File: config.mk
export PLATFORM = sky130hd
export DESIGN_NAME = byte_add_subtract_alu
export DESIGN_NICKNAME = d
export VERILOG_FILES = /design/src/core/byte_alu_pkg.sv /design/src/core/byte_add_subtract_alu.sv /design/src/core/byte_alu_flags.sv /design/src/core/byte_alu_cycles.sv
export VERILOG_INCLUDE_DIRS = /design/src /design/src/core
export SDC_FILE = /design/constraint.sdc
export NUM_CORES = 1
export LEC_CHECK = 0
export BUFFER_PORTS_ARGS = -buffer_cell sky130_fd_sc_hd__buf_2
export CAP_MARGIN = 30
export CORE_MARGIN = 2
export CORE_UTILIZATION = 53
export DETAILED_ROUTE_END_ITERATION = 7
export PLACE_DENSITY = 0.83
export RECOVER_POWER = 100
export SYNTH_ARGS = -nofsm -noshare
export SYNTH_HDL_FRONTEND = slang
export SYNTH_SLANG_ARGS = --single-unit
File: constraint.sdc
create_clock -name sys_clk -period 7.1 [get_ports sys_clk]
set_input_delay 0.71 -clock sys_clk [delete_from_list [all_inputs] [get_ports sys_clk]]
set_output_delay 0.71 -clock sys_clk [all_outputs]
set_load 0.005 [all_outputs]
File: src/core/byte_alu_consts.svh
// Constants of the byte add/subtract datapath: opcodes, codes, flag positions, timing.
// Assumes inclusion by its bare name from the design modules.
`ifndef BYTE_ALU_CONSTS_SVH
`define BYTE_ALU_CONSTS_SVH

// ----------------------------------------
// Opcode and prefix bytes
// ----------------------------------------
`define OP_PFX_FIRST 8'hdd
`define OP_PFX_SECOND 8'hfd
`define OP_ADD_MEM 8'h86
`define OP_ADD_IMM 8'hc6
`define OP_ADC_MEM 8'h8e
`define OP_ADC_IMM 8'hce
`define OP_SUB_MEM 8'h96
`define OP_SUB_IMM 8'hd6
`define OP_ADD_REG_HI 5'h10
`define OP_ADC_REG_HI 5'h11
`define OP_SUB_REG_HI 5'h12

// ----------------------------------------
// Register-select codes
// ----------------------------------------
`define RSEL_B 3'h0
`define RSEL_C 3'h1
`define RSEL_D 3'h2
`define RSEL_E 3'h3
`define RSEL_H 3'h4
`define RSEL_L 3'h5
`define RSEL_MEM 3'h6
`define RSEL_A 3'h7

// ----------------------------------------
// Flag bit positions in the flag byte
// ----------------------------------------
`define FLAG_C 0
`define FLAG_N 1
`define FLAG_PV 2
`define FLAG_H 4
`define FLAG_Z 6
`define FLAG_S 7

// ----------------------------------------
// Machine-cycle lengths in clock states
// ----------------------------------------
`define T_FETCH 3'd4
`define T_READ 3'd3
`define T_ADDR 3'd5

// ----------------------------------------
// Reset values
// ----------------------------------------
`define ACC_RESET 8'h00
`define FLAGS_RESET 8'h00

`endif

File: src/core/byte_alu_pkg.sv
// Types shared by the byte add/subtract datapath modules.
// Assumes the constants header sits beside it.
package byte_alu_pkg;

	// Arithmetic operation selected by the opcode.
	typedef enum logic [1:0] {
		op_add = 2'h0,
		op_adc = 2'h1,
		op_sub = 2'h2
	} alu_op_e;

	// Operand source of the instruction.
	typedef enum logic [1:0] {
		src_reg = 2'h0,
		src_imm = 2'h1,
		src_ptr = 2'h2,
		src_idx = 2'h3
	} src_e;

endpackage : byte_alu_pkg

File: src/core/byte_add_subtract_alu.sv
// Byte add, add-with-carry and subtract datapath with its instruction sequencer.
// Assumes the decoder offers bytes with a valid strobe and memory answers in the read cycle.
// Summary of operation
// - Opcode 86 adds the byte at pointer_pair address to accumulator.
// - Pointer-pair add takes two machine cycles: fetch 4, read 3 states.
// - Prefix DD before 86 adds byte at first_index_pair plus signed displacement.
// - Prefix FD uses second_index_pair plus displacement instead.
// - Indexed forms take five machine cycles: 4, 4, 3, 5, 3 states.
// - Immediate and pointer-pair add-with-carry and subtract take 4 plus 3 states.
// - Register add-with-carry and subtract finish in one 4-state cycle.
// - Add-with-carry adds operand and carry flag; opcodes CE, 8E, prefixed 8E.
// - Register select: B C D E H L memory accumulator as codes 0 to 7.
// - Subtract stores difference; opcodes D6, 96, prefixed 96, 10010rrr.
// - Sign flag copies result bit 7.
// - Zero flag set when result is zero.
// - Additions set half-carry on carry out of bit 3.
// - Additions set carry on carry out of bit 7 and clear add/subtract flag.
// - Parity/overflow flag shows signed overflow.
// - Subtract sets half-carry on borrow from bit 4.
// - Subtract sets carry on borrow and sets add/subtract flag.
// - Opcode C6 adds the following byte, in 4 plus 3 states.
`timescale 1ns/1ps
`default_nettype none
`include "byte_alu_consts.svh"

module byte_add_subtract_alu (
	// Clock and reset
	input wire logic sys_clk,
	input wire logic rst,
	// Instruction byte stream
	input wire logic code_valid,
	input wire logic [7:0] code_byte,
	output logic code_take,
	// Register file view
	input wire logic [7:0] reg_b,
	input wire logic [7:0] reg_c,
	input wire logic [7:0] reg_d,
	input wire logic [7:0] reg_e,
	input wire logic [7:0] reg_h,
	input wire logic [7:0] reg_l,
	input wire logic [15:0] first_index_pair,
	input wire logic [15:0] second_index_pair,
	// Operand memory
	output logic mem_rd,
	output logic [15:0] mem_addr,
	input wire logic [7:0] mem_data,
	// Results
	output logic [7:0] acc_out,
	output logic [7:0] flags_out,
	output logic done,
	output logic busy
);

	// ----------------------------------------
	// Sequencer states, one per machine cycle
	// ----------------------------------------
	typedef enum logic [5:0] {
		st_fetch = 6'b000001,
		st_pfx = 6'b000010,
		st_disp = 6'b000100,
		st_addr = 6'b001000,
		st_read = 6'b010000,
		st_imm = 6'b100000
	} state_e;

	// Register-select decoding, shared by the operand mux.
	function automatic logic [7:0] reg_pick(input logic [2:0] sel, input logic [7:0] b,
			input logic [7:0] c, input logic [7:0] d, input logic [7:0] e,
			input logic [7:0] h, input logic [7:0] l, input logic [7:0] a);
		logic [7:0] v;
		v = a;
		case (sel)
			`RSEL_B: v = b;
			`RSEL_C: v = c;
			`RSEL_D: v = d;
			`RSEL_E: v = e;
			`RSEL_H: v = h;
			`RSEL_L: v = l;
			default: v = a;
		endcase
		return v;
	endfunction : reg_pick

	state_e st_q, st_d;
	byte_alu_pkg::alu_op_e op_q, op_d;
	logic idx2_q, idx2_d;
	logic [15:0] addr_q, addr_d;
	logic [7:0] acc_q, acc_d;
	logic [7:0] flags_q, flags_d;
	logic done_q, done_d;
	logic rd_q, rd_d;
	logic take_q, take_d;
	logic load;
	logic [2:0] len;
	logic last;
	logic [7:0] operand;
	logic [7:0] alu_res;
	logic [7:0] alu_flags;
	logic commit;
	logic [15:0] base;
	byte_alu_pkg::alu_op_e alu_op;

	// Clock-state counter for each machine cycle.
	byte_alu_cycles u_cycles (
		.sys_clk(sys_clk),
		.rst(rst),
		.load(load),
		.len(len),
		.last(last)
	);

	// The register form decodes and commits in one cycle, before op_q holds its
	// operation, so the flag unit is handed the freshly decoded one in that cycle.
	always_comb begin
		alu_op = op_q;
		if (st_q == st_fetch && busy && last) begin
			alu_op = byte_alu_pkg::alu_op_e'(code_byte[4:3]);
		end
	end

	// Arithmetic and flag generation.
	byte_alu_flags u_flags (
		.acc(acc_q),
		.operand(operand),
		.carry_input(flags_q[`FLAG_C]),
		.op(alu_op),
		.result(alu_res),
		.flags(alu_flags)
	);

	// ----------------------------------------
	// Sequencer next state
	// ----------------------------------------
	// Each state is one machine cycle; the counter paces its clock states and the
	// byte is taken at the last state so the decoder has the whole cycle to present it.
	always_comb begin
		st_d = st_q;
		op_d = op_q;
		idx2_d = idx2_q;
		addr_d = addr_q;
		acc_d = acc_q;
		flags_d = flags_q;
		done_d = 1'b0;
		rd_d = 1'b0;
		take_d = 1'b0;
		load = 1'b0;
		len = `T_FETCH;
		operand = mem_data;
		commit = 1'b0;
		base = idx2_q ? second_index_pair : first_index_pair;
		if (st_q == st_fetch && !busy && code_valid) begin
			load = 1'b1;
			len = `T_FETCH;
		end
		case (st_q)
			st_fetch: begin
				if (busy && last && code_valid) begin
					take_d = 1'b1;
					if (code_byte == `OP_PFX_FIRST || code_byte == `OP_PFX_SECOND) begin
						idx2_d = (code_byte == `OP_PFX_SECOND);
						load = 1'b1;
						len = `T_FETCH;
						st_d = st_pfx;
					end else if (code_byte == `OP_ADD_MEM || code_byte == `OP_ADC_MEM ||
							code_byte == `OP_SUB_MEM) begin
						op_d = byte_alu_pkg::alu_op_e'(code_byte[4:3]);
						addr_d = {reg_h, reg_l};
						rd_d = 1'b1;
						load = 1'b1;
						len = `T_READ;
						st_d = st_read;
					end else if (code_byte == `OP_ADD_IMM || code_byte == `OP_ADC_IMM ||
							code_byte == `OP_SUB_IMM) begin
						op_d = byte_alu_pkg::alu_op_e'(code_byte[4:3]);
						load = 1'b1;
						len = `T_READ;
						st_d = st_imm;
					end else if (code_byte[7:3] == `OP_ADD_REG_HI ||
							code_byte[7:3] == `OP_ADC_REG_HI ||
							code_byte[7:3] == `OP_SUB_REG_HI) begin
						op_d = byte_alu_pkg::alu_op_e'(code_byte[4:3]);
						commit = 1'b1;
					end
				end
			end
			st_pfx: begin
				if (last && code_valid) begin
					take_d = 1'b1;
					if (code_byte == `OP_ADD_MEM || code_byte == `OP_ADC_MEM ||
							code_byte == `OP_SUB_MEM) begin
						op_d = byte_alu_pkg::alu_op_e'(code_byte[4:3]);
						load = 1'b1;
						len = `T_READ;
						st_d = st_disp;
					end else begin
						st_d = st_fetch;
					end
				end
			end
			st_disp: begin
				if (last && code_valid) begin
					take_d = 1'b1;
					addr_d = base + {{8{code_byte[7]}}, code_byte};
					load = 1'b1;
					len = `T_ADDR;
					st_d = st_addr;
				end
			end
			st_addr: begin
				if (last) begin
					rd_d = 1'b1;
					load = 1'b1;
					len = `T_READ;
					st_d = st_read;
				end
			end
			st_read: begin
				rd_d = !last;
				operand = mem_data;
				if (last) begin
					commit = 1'b1;
				end
			end
			st_imm: begin
				operand = code_byte;
				if (last && code_valid) begin
					take_d = 1'b1;
					commit = 1'b1;
				end
			end
			default: st_d = st_fetch;
		endcase
		if (st_q == st_fetch && busy && last && code_valid && commit) begin
			operand = reg_pick(code_byte[2:0], reg_b, reg_c, reg_d, reg_e, reg_h, reg_l,
				acc_q);
		end
		if (commit) begin
			acc_d = alu_res;
			flags_d = alu_flags;
			done_d = 1'b1;
			st_d = st_fetch;
		end
	end

	// Busy tells an idle fetch from a fetch in progress, since both wait in st_fetch.
	logic busy_q, busy_d;

	// Busy spans from the start of a fetch cycle to the commit, or to the cycle that refuses an unknown or prefixed byte.
	always_comb begin
		busy_d = busy_q;
		if (st_q == st_fetch && !busy_q && code_valid) begin
			busy_d = 1'b1;
		end else if (commit || (st_q == st_fetch && busy_q && last && code_valid &&
				st_d == st_fetch)) begin
			busy_d = 1'b0;
		end else if (st_q == st_pfx && last && code_valid && st_d == st_fetch) begin
			// A prefix before any byte but 86, 8E or 96 aborts; without this the next byte
			// would be decoded at once, skipping its fetch states.
			busy_d = 1'b0;
		end
	end

	// ----------------------------------------
	// State registers
	// ----------------------------------------
	always_ff @(posedge sys_clk or posedge rst) begin
		if (rst) begin
			st_q <= st_fetch;
			op_q <= byte_alu_pkg::op_add;
			idx2_q <= 1'b0;
			addr_q <= 16'h0000;
			acc_q <= `ACC_RESET;
			flags_q <= `FLAGS_RESET;
			done_q <= 1'b0;
			rd_q <= 1'b0;
			take_q <= 1'b0;
			busy_q <= 1'b0;
		end else begin
			st_q <= st_d;
			op_q <= op_d;
			idx2_q <= idx2_d;
			addr_q <= addr_d;
			acc_q <= acc_d;
			flags_q <= flags_d;
			done_q <= done_d;
			rd_q <= rd_d;
			take_q <= take_d;
			busy_q <= busy_d;
		end
	end

	// Outputs come straight from the registers above.
	always_comb begin
		busy = busy_q;
		acc_out = acc_q;
		flags_out = flags_q;
		done = done_q;
		mem_rd = rd_q;
		mem_addr = addr_q;
		code_take = take_q;
	end

endmodule : byte_add_subtract_alu
`default_nettype wire

File: src/core/byte_alu_flags.sv
// Eight-bit adder/subtractor with the six condition flags.
// Assumes operands and carry come from registers on the same clock.
`timescale 1ns/1ps
`default_nettype none
`include "byte_alu_consts.svh"

module byte_alu_flags (
	// Operands
	input wire logic [7:0] acc,
	input wire logic [7:0] operand,
	input wire logic carry_input,
	input wire byte_alu_pkg::alu_op_e op,
	// Results
	output logic [7:0] result,
	output logic [7:0] flags
);

	logic sub;
	logic cin;
	logic [7:0] opx;
	logic [4:0] low;
	logic [8:0] full;

	// Subtraction adds the inverted operand with inverted carry so one adder serves both.
	always_comb begin
		sub = (op == byte_alu_pkg::op_sub);
		cin = (op == byte_alu_pkg::op_adc) ? carry_input : 1'b0;
		opx = sub ? ~operand : operand;
		low = {1'b0, acc[3:0]} + {1'b0, opx[3:0]} + {4'h0, cin ^ sub};
		full = {1'b0, acc} + {1'b0, opx} + {8'h00, cin ^ sub};
		result = full[7:0];
		flags = 8'h00;
		flags[`FLAG_S] = full[7];
		flags[`FLAG_Z] = (full[7:0] == 8'h00);
		flags[`FLAG_H] = low[4] ^ sub;
		flags[`FLAG_PV] = (acc[7] == opx[7]) && (full[7] != acc[7]);
		flags[`FLAG_N] = sub;
		flags[`FLAG_C] = full[8] ^ sub;
	end

endmodule : byte_alu_flags
`default_nettype wire

File: src/core/byte_alu_cycles.sv
// Clock-state counter that marks the end of each machine cycle.
// Assumes start pulses only while the sequencer is idle or finishing.
`timescale 1ns/1ps
`default_nettype none
`include "byte_alu_consts.svh"

module byte_alu_cycles (
	// Clock and reset
	input wire logic sys_clk,
	input wire logic rst,
	// Control
	input wire logic load,
	input wire logic [2:0] len,
	// Status
	output logic last
);

	logic [2:0] cnt_q;
	logic [2:0] cnt_d;

	// The counter reloads on load and otherwise counts down to one.
	always_comb begin
		cnt_d = cnt_q;
		if (load) begin
			cnt_d = len;
		end else if (cnt_q > 3'd1) begin
			cnt_d = cnt_q - 3'd1;
		end
		last = (cnt_q == 3'd1);
	end

	always_ff @(posedge sys_clk or posedge rst) begin
		if (rst) begin
			cnt_q <= 3'd0;
		end else begin
			cnt_q <= cnt_d;
		end
	end

endmodule : byte_alu_cycles
`default_nettype wire

==> impl_metrics.tcl <==
set metrics [dict create \
    final_max_slew_viol_count 45 \
    gr-total-overflow 0 \
    drtAntennaViolNets 0 \
    yosysMostFrequentCell "nand2_1" \
    crit_path_end "flags_out[6]" \
    tns_ps 0 \
    worstSetupStartpoint "u_cycles.cnt_q[1]" \
    regToRegEndpoint "flags_out[6]" \
    postCtsSetupBuffers 0 \
    drc_errors 0 \
    cp_max_fo 17 \
    power_leakage_nw 2.41 \
    areaGrowthSynthToFinish_pct 16.1 \
    ios 135 \
    clock_skew_ps 8.60 \
    root_buffer "clkbuf_8" \
    vdd_drop_max_v 0.0000826 \
    place_area_um2 4920 \
    max_cap_viol_count 1 \
    fillers 707 \
    insertion_delay_ps 300 \
    avgRoutedWirePerCell_um 17.5 \
    p_per_area_nw_per_um2 233 \
    synth_top_cells_by_count "50 x nand2_1, 47 x o21ai_0, 44 x a21oi_1, 44 x dfrtp_1, 35 x nor2_1" \
    hpwlAfterDp_um 9810 \
    vias 4352 \
    die_area_um2 8820 \
    critPathRequiredTime_ps 7310 \
    yosysUniqueCellTypes 61 \
    coreArea_um2 7770 \
    violations "max-capacitance violations, max-slew violations" \
    die_x_um 93.9 \
    drtIter0Drc 464 \
    die_y_um 93.9 \
    firstDrtPassIters 7 \
    worst_slew_pin_slew_ps 2460 \
    syn_area_per_cell_um2 8.58 \
    path_class "register to register" \
    cts_hold_repair.buffers 0 \
    port_buffers 132 \
    min_path_type "input port to async pin" \
    ys_seq_elements 45 \
    critPathArrivalTime_ps 5310 \
    cts_max_path_buffers 2 \
    p_total_w 0.00116 \
    grt_pass1_vias 4179 \
    clkTransAtPathRegs_ps 90 \
    critPathCaptureType "register" \
    yosysSeqAreaShare_pct 26.3 \
    wirelength_um 12500 \
    async_flop_share_pct 100 \
    synth_area_um2 4280 \
    place_congestion 0.963 \
    antenna_found_initial 0 \
    grt_pass1_wl_um 19700 \
    critPathLaunchType "register" \
    cp_slowest_cell "or4b_1" \
    placed_cells 704 \
    drive_gt1_share_pct 27.2 \
    grt_max_degree 46 \
    synthesis.instances 499 \
    slew_headroom_pct -63.7 \
    cts_resized 0 \
    cts_sinks 45 \
    synth_area_leaders "dfrtp_1 26%, mux2_2 8.2%, ha_1 7.3%, o21ai_0 5.5%, a21oi_1 5.1%" \
    start_util_pct 55.1 \
    rsz0062_at_grt "no" \
    ff2ff_path_depth 14 \
    cts_htree_levels 2 \
    synth_top_area_share_pct 25.7 \
    stdcell_area_um2 4970 \
    nets 737 \
    synthFlopType "dfrtp_1" \
    hold_violations 0 \
    reg2reg_from "u_cycles.cnt_q[1]" \
    num_rows 32 \
    num_antenna_cells 0 \
    cts_made_buffers 5 \
    grt_usage_pct 28.0 \
    fin_cells 713 \
    critPathMaxStageDelay_ps 790 \
    period_minus_slack_ps 5110 \
    max_freq_mhz 196 \
    post-route-period-util_pct 71.9 \
    drt-vias-per-instance 6.10 \
    r2r_slack_ps 1990 \
    finalSetupViolCount 0 \
    cts_tree "built" \
    cp_cell_sequence "inv_1 -> ha_1 -> nor2b_1 -> nand4_1 -> or4b_1 -> nor2_1 -> a21oi_1 -> xnor2_1 -> fa_1 -> inv_1 -> fa_1 -> or4b_2 -> or4_4 -> o31ai_1" \
    yosys_warnings 0 \
    synth_edf_count 0 \
    outcome "finished with violations" \
    yosysTopAreaCell "dfrtp_1" \
]
## logic make-up after synthesis
kind of cell | count (synthesis) | synth area share (%)
buffers and inverters | 43 | 4.73
and+or+nand+nor | 155 | 18.8
other | 1 | 0.0876
AOI/OAI and AO/OA | 142 | 20.0
DFF | 45 | 26.3
xor gates and xnor gates | 30 | 6.13
muxes | 55 | 15.2
adders and majority gates | 28 | 8.71
## metal layers
layer / track usage, % / vias to the layer above / wire length (µm)
met5: 0 / - / 0
met4: 10.9 / 0 / 416
met3: 2.73 / 42 / 861
met2: 47.4 / 246 / 5930
met1: 37.0 / 2014 / 5250
li1: - / 2050 / -
## state kept, by name, indices dropped and copies added, names as in the netlist
signal and cells:
idx2_q 1, done 1, st_q 6, busy 1, acc_out 8, op_q 2, code_take 1, mem_rd 1
mem_addr 16, flags_out 5, u_cycles.cnt_q 3
## cells in the final DEF, fill, tap and decap left out, drive strengths merged, types with 7 or more instances in the layout
| cell | instances |
|---|---|
| nand2b | 9 |
| nand2 | 50 |
| clkbuf | 25 |
| dfrtp | 44 |
| buf | 117 |
| a211oi | 7 |
| xnor2 | 12 |
| mux2 | 31 |
| o21ai | 48 |
| nor2 | 35 |
| mux2i | 19 |
| inv | 11 |
| ha | 25 |
| nand3 | 10 |
| xor2 | 18 |
| a21oi | 44 |
## how the worst min path moves through the flow
stage | cells past startpoint | slack [ps] | end | startpoint
3_5_place_dp | 2 | 470 | mem_addr[3] | mem_addr[3]
3_3_place_gp | 2 | 460 | flags_out[2] | flags_out[2]
5_1_grt | 2 | 240 | flags_out[1] | rst
6_report | 2 | 240 | flags_out[1] | rst
4_1_cts | 2 | 490 | mem_addr[3] | mem_addr[3]
2_1_floorplan | 2 | 470 | flags_out[2] | flags_out[2]
## critical path: cells and delay by family (launching register included)
kind | cells | cell delay, ps
fa+ha+maj | 3 | 1080
simple gates | 6 | 2900
flops | 1 | 390
compound gates | 2 | 270
xor+xnor | 1 | 170
buf+inv | 2 | 200
## layout make-up
class | count | area (µm²) | area share [%]
well taps | 102 | 128 | 2.57
flip-flops and latches | 45 | 1130 | 22.7
clock buffers | 8 | 90.1 | 1.81
multi-input cells | 412 | 2930 | 59.0
inverters | 12 | 45.0 | 0.906
repair buffers | 134 | 651 | 13.1
## power breakdown
part	total [W]	switching (W)	internal, W
Combinational	0.000632	0.000342	0.000290
Clock	0.000168	0.0000886	0.0000796
Sequential	0.000360	0.0000562	0.000304
Total	0.00116	0.000487	0.000674
## metrics by stage
step           hold WS [ps]  utilization (%)  worst slack (ps)
6_report                243             64.0              1990
5_1_grt                 239             64.0              1690
4_1_cts                 490             64.6              2310
3_5_place_dp            469             63.4              2340
3_3_place_gp            459             63.4              2490
2_1_floorplan           473                -              2540
Power figures use the tool's default switching activity.
